File: config.mk
export PLATFORM = sky130hd
export DESIGN_NAME = sscr_regs
export DESIGN_NICKNAME = d
export VERILOG_FILES = /design/src/inc/sscr_pkg.sv /design/src/sscr_setup_reg.sv /design/src/sscr_regs.sv
export SDC_FILE = /design/constraint.sdc
export NUM_CORES = 1
export LEC_CHECK = 0
export BUFFER_PORTS_ARGS = -buffer_cell sky130_fd_sc_hd__buf_2
export CAP_MARGIN = 20
export CORE_ASPECT_RATIO = 0.7
export CORE_MARGIN = 2
export CORE_UTILIZATION = 40
export CTS_BUF_LIST = sky130_fd_sc_hd__clkbuf_4 sky130_fd_sc_hd__clkbuf_8
export DETAILED_ROUTE_END_ITERATION = 10
export PLACE_DENSITY = 0.67
export SYNTH_ARGS = -nofsm -noshare
export SYNTH_HDL_FRONTEND = slang
export SYNTH_SLANG_ARGS = --single-unit
File: constraint.sdc
create_clock -name clk -period 3 [get_ports clk]
set_input_delay 0.9 -clock clk [delete_from_list [all_inputs] [get_ports clk]]
set_output_delay 0.9 -clock clk [all_outputs]
set_load 0.1 [all_outputs]
File: src/inc/sscr_pkg.sv
// Constants and types for the setup configuration register bank
package sscr_pkg;

    // ----------------------------------------------------------------
    // Register map
    // ----------------------------------------------------------------
    localparam int SSCR_NUM_SETUPS = 4;
    localparam int SSCR_ADDR_W = 8;
    localparam int SSCR_DATA_W = 16;
    localparam logic [7:0] SSCR_ADDR_SETUP0 = 8'h20;
    localparam logic [7:0] SSCR_ADDR_SETUP1 = 8'h21;
    localparam logic [7:0] SSCR_ADDR_SETUP2 = 8'h22;
    localparam logic [7:0] SSCR_ADDR_SETUP3 = 8'h23;
    localparam logic [15:0] SSCR_RESET_VALUE = 16'h1000;
    // Writable bits 12..7 and 5..4; everything else is reserved zero
    localparam logic [15:0] SSCR_WRITE_MASK = 16'h1fb0;
    localparam logic [15:0] SSCR_READ_UNMAPPED = 16'h0000;

    // ----------------------------------------------------------------
    // Field positions
    // ----------------------------------------------------------------
    localparam int SSCR_BIT_CODING = 12;
    localparam int SSCR_BIT_REF_BUF_P = 11;
    localparam int SSCR_BIT_REF_BUF_N = 10;
    localparam int SSCR_BIT_IN_BUF_P = 9;
    localparam int SSCR_BIT_IN_BUF_N = 8;
    localparam int SSCR_BIT_BURNOUT = 7;
    localparam int SSCR_BIT_REF_SEL_HI = 5;
    localparam int SSCR_BIT_REF_SEL_LO = 4;

    // ----------------------------------------------------------------
    // Reference source codes
    // ----------------------------------------------------------------
    localparam logic [1:0] SSCR_REF_EXTERNAL = 2'h0;
    localparam logic [1:0] SSCR_REF_RESERVED = 2'h1;
    localparam logic [1:0] SSCR_REF_INTERNAL = 2'h2;
    localparam logic [1:0] SSCR_REF_SUPPLY = 2'h3;

    // Open-wire current magnitude, microamps, for the analog side
    localparam int SSCR_BURNOUT_CURRENT_UA = 10;

    // ----------------------------------------------------------------
    // Carriers
    // ----------------------------------------------------------------
    typedef struct packed {
        logic output_coding_select;
        logic pos_ref_buffer_en;
        logic neg_ref_buffer_en;
        logic pos_input_buffer_en;
        logic neg_input_buffer_en;
        logic open_wire_current_en;
        logic [1:0] reference_source_select;
    } sscr_setup_s;

    typedef struct packed {
        logic use_external;
        logic use_internal;
        logic use_supply;
        logic use_reserved;
    } sscr_ref_route_s;

endpackage : sscr_pkg

File: src/sscr_setup_reg.sv
// One setup configuration register with reserved bits forced to zero
`timescale 1ns/1ps
`default_nettype none
module sscr_setup_reg
    import sscr_pkg::*;
(
    input wire logic clk,
    input wire logic srst,
    input wire logic ce,
    input wire logic wr_en,
    input wire logic [15:0] wdata,
    output logic [15:0] value,
    output sscr_setup_s cfg
);

    // ----------------------------------------------------------------
    // Storage
    // ----------------------------------------------------------------
    logic [15:0] value_r;
    logic [15:0] value_nxt;

    // Reserved bits never stored, so they always read zero
    assign value_nxt = wdata & SSCR_WRITE_MASK;

    always_ff @(posedge clk) begin
        if (srst) begin
            value_r <= SSCR_RESET_VALUE;
        end else if (ce && wr_en) begin
            value_r <= value_nxt;
        end
    end

    // ----------------------------------------------------------------
    // Field breakout
    // ----------------------------------------------------------------
    assign value = value_r;
    assign cfg.output_coding_select = value_r[SSCR_BIT_CODING];
    assign cfg.pos_ref_buffer_en = value_r[SSCR_BIT_REF_BUF_P];
    assign cfg.neg_ref_buffer_en = value_r[SSCR_BIT_REF_BUF_N];
    assign cfg.pos_input_buffer_en = value_r[SSCR_BIT_IN_BUF_P];
    assign cfg.neg_input_buffer_en = value_r[SSCR_BIT_IN_BUF_N];
    assign cfg.open_wire_current_en = value_r[SSCR_BIT_BURNOUT];
    assign cfg.reference_source_select =
        value_r[SSCR_BIT_REF_SEL_HI:SSCR_BIT_REF_SEL_LO];

endmodule : sscr_setup_reg
`default_nettype wire

File: src/sscr_regs.sv
// Setup configuration register bank: four setups behind the register port
//
// Behaviour
// - Bit 10 clear turns the negative reference buffer off, set turns it on.
// - Bit 9 enables the positive analog input buffer when set.
// - Bit 8 enables the negative analog input buffer when set.
// - Bit 7 turns on 10 uA source on positive input, sink on negative.
// - Bits 5:4 pick external (00), internal 2.5 V (10) or supply (11).
// - Bits 15:13, 6 and 3:0 read zero; software writes zero there.
// - Setups one to three at 0x21..0x23, reset 0x1000, same layout.
// - Upper byte: coding, ref buffers, input buffers; lower: burnout, ref select.
// - Bit 12 clear gives unipolar, set gives offset binary; resets to one.
// - Bit 11 enables the positive reference buffer; resets to zero.
// - Setup zero at 0x20 resets to 0x1000.
`timescale 1ns/1ps
`default_nettype none
module sscr_regs
    import sscr_pkg::*;
(
    input wire logic clk,
    input wire logic srst,
    input wire logic ce,
    input wire logic [7:0] reg_addr,
    input wire logic reg_wr,
    input wire logic [15:0] reg_wdata,
    input wire logic reg_rd,
    output logic [15:0] reg_rdata,
    output logic reg_rd_valid,
    output logic reg_hit,
    input wire logic [1:0] active_setup,
    output sscr_setup_s [SSCR_NUM_SETUPS-1:0] setup_cfg,
    output sscr_setup_s active_cfg,
    output sscr_ref_route_s active_ref,
    output logic internal_ref_needed
);

    // ----------------------------------------------------------------
    // Address decode
    // ----------------------------------------------------------------
    logic [SSCR_NUM_SETUPS-1:0] sel;
    logic [15:0] reg_value [SSCR_NUM_SETUPS];
    logic [1:0] sel_index;
    logic any_sel;

    assign sel[0] = (reg_addr == SSCR_ADDR_SETUP0);
    assign sel[1] = (reg_addr == SSCR_ADDR_SETUP1);
    assign sel[2] = (reg_addr == SSCR_ADDR_SETUP2);
    assign sel[3] = (reg_addr == SSCR_ADDR_SETUP3);
    assign any_sel = |sel;
    assign reg_hit = any_sel;
    // The map is contiguous, so the low address bits index the bank
    assign sel_index = reg_addr[1:0];

    // ----------------------------------------------------------------
    // Register instances
    // ----------------------------------------------------------------
    for (genvar i = 0; i < SSCR_NUM_SETUPS; i++) begin : g_setup
        sscr_setup_reg u_setup (
            .clk(clk),
            .srst(srst),
            .ce(ce),
            .wr_en(reg_wr && sel[i]),
            .wdata(reg_wdata),
            .value(reg_value[i]),
            .cfg(setup_cfg[i])
        );
    end

    // ----------------------------------------------------------------
    // Read path
    // ----------------------------------------------------------------
    logic [15:0] rdata_r;
    logic [15:0] rdata_nxt;
    logic rd_valid_r;

    // Unmapped addresses read zero rather than aliasing a setup
    assign rdata_nxt = any_sel ? reg_value[sel_index] : SSCR_READ_UNMAPPED;

    always_ff @(posedge clk) begin
        if (srst) begin
            rdata_r <= 16'h0000;
            rd_valid_r <= 1'b0;
        end else if (ce) begin
            rd_valid_r <= reg_rd;
            if (reg_rd) begin
                rdata_r <= rdata_nxt;
            end
        end
    end

    assign reg_rdata = rdata_r;
    assign reg_rd_valid = rd_valid_r;

    // ----------------------------------------------------------------
    // Active setup and reference routing
    // ----------------------------------------------------------------
    sscr_setup_s active_cfg_r;
    sscr_setup_s active_cfg_nxt;
    sscr_ref_route_s active_ref_r;
    sscr_ref_route_s active_ref_nxt;
    logic int_ref_r;
    logic int_ref_nxt;
    logic [SSCR_NUM_SETUPS-1:0] wants_int;

    assign active_cfg_nxt = setup_cfg[active_setup];

    // Code 01 raises only use_reserved; no external, internal or supply reference is chosen
    assign active_ref_nxt.use_external =
        (active_cfg_nxt.reference_source_select == SSCR_REF_EXTERNAL);
    assign active_ref_nxt.use_internal =
        (active_cfg_nxt.reference_source_select == SSCR_REF_INTERNAL);
    assign active_ref_nxt.use_supply =
        (active_cfg_nxt.reference_source_select == SSCR_REF_SUPPLY);
    assign active_ref_nxt.use_reserved =
        (active_cfg_nxt.reference_source_select == SSCR_REF_RESERVED);

    for (genvar j = 0; j < SSCR_NUM_SETUPS; j++) begin : g_int_ref
        assign wants_int[j] = (setup_cfg[j].reference_source_select == SSCR_REF_INTERNAL);
    end
    // Hint for mode logic only; enabling the reference stays with software
    assign int_ref_nxt = |wants_int;

    always_ff @(posedge clk) begin
        if (srst) begin
            active_cfg_r <= {SSCR_RESET_VALUE[12:7], SSCR_RESET_VALUE[5:4]};
            active_ref_r <= '{use_external: 1'b1, default: 1'b0};
            int_ref_r <= 1'b0;
        end else if (ce) begin
            active_cfg_r <= active_cfg_nxt;
            active_ref_r <= active_ref_nxt;
            int_ref_r <= int_ref_nxt;
        end
    end

    assign active_cfg = active_cfg_r;
    assign active_ref = active_ref_r;
    assign internal_ref_needed = int_ref_r;

endmodule : sscr_regs
`default_nettype wire

==> flow_summary_export.csv <==
group,metric,value,unit
pwr,power_per_unit_of_standard_cell_area,437.1,nW/um2
floorplan,rows,24,
routing,avgRoutedWirePerCell,15.57,um
floorplan,floorplan.die_area,6991,um2
pwr,power.share.combinational,0.106,
sta,postLayoutSetupSlackWorst,0.1707,ns
critical_path,crit_fanout,4,
pwr,p_seq_frac,0.528,
routing,num_vias,1992,
layout,areaGrowthSynthToFinish,23.18,%
routing,drtPass1Iterations,4,
clock_network,cts_hold_repair.buffers,0,
clock_network,cts_resized,0,
run_status,outcome,"finished clean",
sta,rsz_0062_raised_after_global_routing,"false",
floorplan,die_x,99.08,um
routing,drc_errors,0,
critical_path,path_buf_inv,2,
floorplan,die_y,70.56,um
sta,clock.fmax,353.4,MHz
layout,ff_latch_area,1081,um2
placement,placed_cells_incl_taps,383,
clock_network,worstSkewPairLatency,0.31,ns
critical_path,crit_slowest_cell,"sky130_fd_sc_hd__or4b_4",
layout,share_of_final_layout_standard_cells_stronger_than_drive_strength_1,0.3578,
pwr,power_leakage,1.413,nW
floorplan,starting_density,0.4092,
floorplan,num_io_pins,94,
placement,port_buffers,77,
sta,tightestPinTransition,0.5602,ns
pwr,final_total_power,1.363,mW
pwr,ir_drop,263.5,uV
critical_path,critPathArrivalTime,1.93,ns
grt,grt_max_degree,41,
sta,timing.hold.ws,0.4671,ns
grt,first_global_vias,1774,
clock_network,cts_setup_buffers,0,
clock_network,clockRootBuffer,"sky130_fd_sc_hd__clkbuf_8",
placement,hpwlAfterDp,4494,um
sta,clock_skew,0.007864,ns
placement,gpl.final_weighted_congestion,0.7896,
placement,pre_cts_ws,0.1710,ns
sta,min_period_over_period,0.9431,
clock_network,cts_buffers,5,
logic_synthesis,synth_warnings,0,
grt,gr-usage-all-layers,0.1763,
clock_network,cts_tree,"done",
routing,wl,6086,um
critical_path,endpoint_kind,"output port",
layout,antenna_cells_inserted,0,
worst_hold_path,hold_path.class,"flip-flop to flip-flop",
critical_path,path_cells,"buf_2, or4b_4, nor3_4, buf_12",
pwr,share_clk_of_total_power,0.366,
layout,final_net_count,343,
clock_network,clockBufferDepth,2,
routing,vias_per_cell,5.095,
logic_synthesis,syn-cell-area,2531,um2
sta,number_of_setup_violations_in_the_final_report,0,
logic_synthesis,yosys.cell_types.count,30,
clock_network,cts_max_level,2,
layout,layout.cells.non_filler,391,
logic_synthesis,syn_avg_cell_area,10.82,um2
sta,timing_hold_violations_final,0,
grt,globalRoute.totalOverflow,0,
critical_path,crit_family,"simple AND/OR/NAND/NOR gates",
critical_path,critical_path.startpoint_type,"input port",
routing,drt_first_iter_violations,117,
sta,relSlewSlack,0.6265,
clock_network,clk_pin_slew,0.10,ns
critical_path,timing_worst_setup_path_type,"input port to output port",
sta,crit_path_time_final,2.829,ns
pwr,p_sw,0.3412,mW
layout,multiInputGateArea,1346,um2
grt,wire_length_of_the_first_global_routing_pass,9653,um
critical_path,required,2.10,ns
grt,grt_antenna_before_repair,0,
floorplan,placeable_core_area,6186,um2
logic_synthesis,synth_sequential_area_ratio,0.4271,
flow_run,timing.max_cap.violations,0,
pwr,internal_cell_power,1.022,mW
logic_synthesis,synth.ff_latch_count,54,
clock_network,clkSinkCount,54,
logic_synthesis,synthesis.instances,234,
critical_path,critical-path-max-stage-delay,0.57,ns
pwr,netSwitchingFraction,0.2504,
layout,fillCellCount,594,
routing,antenna_violating_nets_post_route,0,
sta,timing_max_transition_violations_final,0,
registers in the layout, summed over array words and instances (netlist names):
name / count
active_cfg: 8
reg_rd_valid: 1
internal_ref_needed: 1
g_setup.u_setup.value: 32
active_ref: 4
reg_rdata: 8
Yosys cell counts (all sizes together):
master / number / area, um2
mux2i: 38 / 380.4
dfxtp: 54 / 1081
nand3b: 1 / 7.510
o31ai: 2 / 15.01
a21oi: 5 / 25.02
o22ai: 3 / 18.77
a211oi: 1 / 7.510
nand2: 8 / 30.03
or4b: 1 / 13.76
or4: 2 / 18.77
buf: 14 / 96.34
nor4: 2 / 12.51
nor2: 23 / 86.33
clkinv: 1 / 3.750
nand2b: 30 / 187.7
a22oi: 9 / 67.56
clkbuf: 7 / 26.28
nor3b: 1 / 7.510
nand3: 1 / 5.000
nor3: 4 / 31.28
inv: 4 / 15.01
o21bai: 1 / 7.510
mux4: 15 / 337.8
conb: 1 / 3.750
or2b: 6 / 45.04
layer usage:
metal	global-route usage	vias up	part of all wire
li1	-	966	-
met1	0.2857	947	0.53
met2	0.2290	72	0.39
met3	0.04150	7	0.069
met4	0.05175	0	0.010
met5	0	-	0
cells by family (layout without fill, tap and decap cells):
kind of cell,after synthesis,in the layout,share of synthesized area
flip-flops,54,54,0.4271
multiplexers,53,53,0.2837
buffers and inverters,26,98,0.05586
AND/OR/NAND/NOR,79,79,0.1760
other,1,8,0.001482
AO/OA/AOI/OAI,21,21,0.05586
path summary, 6_finish.rpt:
check	startpoint	slack [ns]	cells after the start	to
worst max-delay path	reg_addr[3]	0.17	4	reg_hit
worst min-delay path	active_ref[2]$_SDFFE_PP0P_	0.47	2	active_ref[2]$_SDFFE_PP0P_
worst max register to register	g_setup[3].u_setup.value[4]$_SDFFE_PP0P_	1.75	3	active_ref[2]$_SDFFE_PP0P_
worst min register to register	active_ref[2]$_SDFFE_PP0P_	0.47	2	active_ref[2]$_SDFFE_PP0P_
power groups by stage:
stage,clock network (mW),logic [mW],registers (mW)
6_report,0.498,0.145,0.720
5_1_grt,0.544,0.153,0.721
4_1_cts,0.511,0.145,0.720
3_5_place_dp,0,0.145,0.737
3_3_place_gp,0,0.144,0.737
2_1_floorplan,0,0.105,0.754
cell usage in the layout, fill, tap and decap left out, types with 2 or more instances in the layout:
cell	synthesis	final
sky130_fd_sc_hd__buf_4	9	8
sky130_fd_sc_hd__nor3_4	1	2
sky130_fd_sc_hd__clkbuf_8	0	5
sky130_fd_sc_hd__mux4_2	15	15
sky130_fd_sc_hd__o22ai_1	3	3
sky130_fd_sc_hd__conb_1	1	8
sky130_fd_sc_hd__a22oi_1	9	9
sky130_fd_sc_hd__nand2_1	8	8
sky130_fd_sc_hd__nor2_1	23	23
sky130_fd_sc_hd__nand2b_1	30	30
sky130_fd_sc_hd__o31ai_1	2	2
sky130_fd_sc_hd__or2b_1	6	6
sky130_fd_sc_hd__inv_1	4	4
sky130_fd_sc_hd__dfxtp_1	54	54
sky130_fd_sc_hd__nor3_1	3	2
sky130_fd_sc_hd__clkbuf_4	0	2
sky130_fd_sc_hd__mux2i_1	38	38
sky130_fd_sc_hd__a21oi_1	5	5
sky130_fd_sc_hd__buf_2	2	76
sky130_fd_sc_hd__nor4_1	2	2
stage by stage:
stage	utilization	TNS (ns)	instance area (um2)
floorplan	-	-0.1158	2569
global placement	0.4856	0	3004
detailed placement	0.4856	0	3004
CTS	0.5040	0	3118
global route	0.5040	0	3118
finish	0.5040	0	3118
tightest hold or removal path, delay by kind of cell, from the launching register on:
family | cells | cell delay [ns]
AND/OR/NAND/NOR | 1 | 0.06
AO/OA/AOI/OAI | 1 | 0.05
flip-flops | 1 | 0.32
final cells by class:
type                            instances  share of cell area
Inverter                                5            0.006019
Timing Repair Buffer                   85              0.1477
Sequential cell                        54              0.3467
Tap cell                               78             0.03130
Multi-Input combinational cell        161              0.4318
Clock buffer                            7             0.02689
Clock inverter                          1            0.009631
No activity file was read; power rests on OpenSTA's default activity.
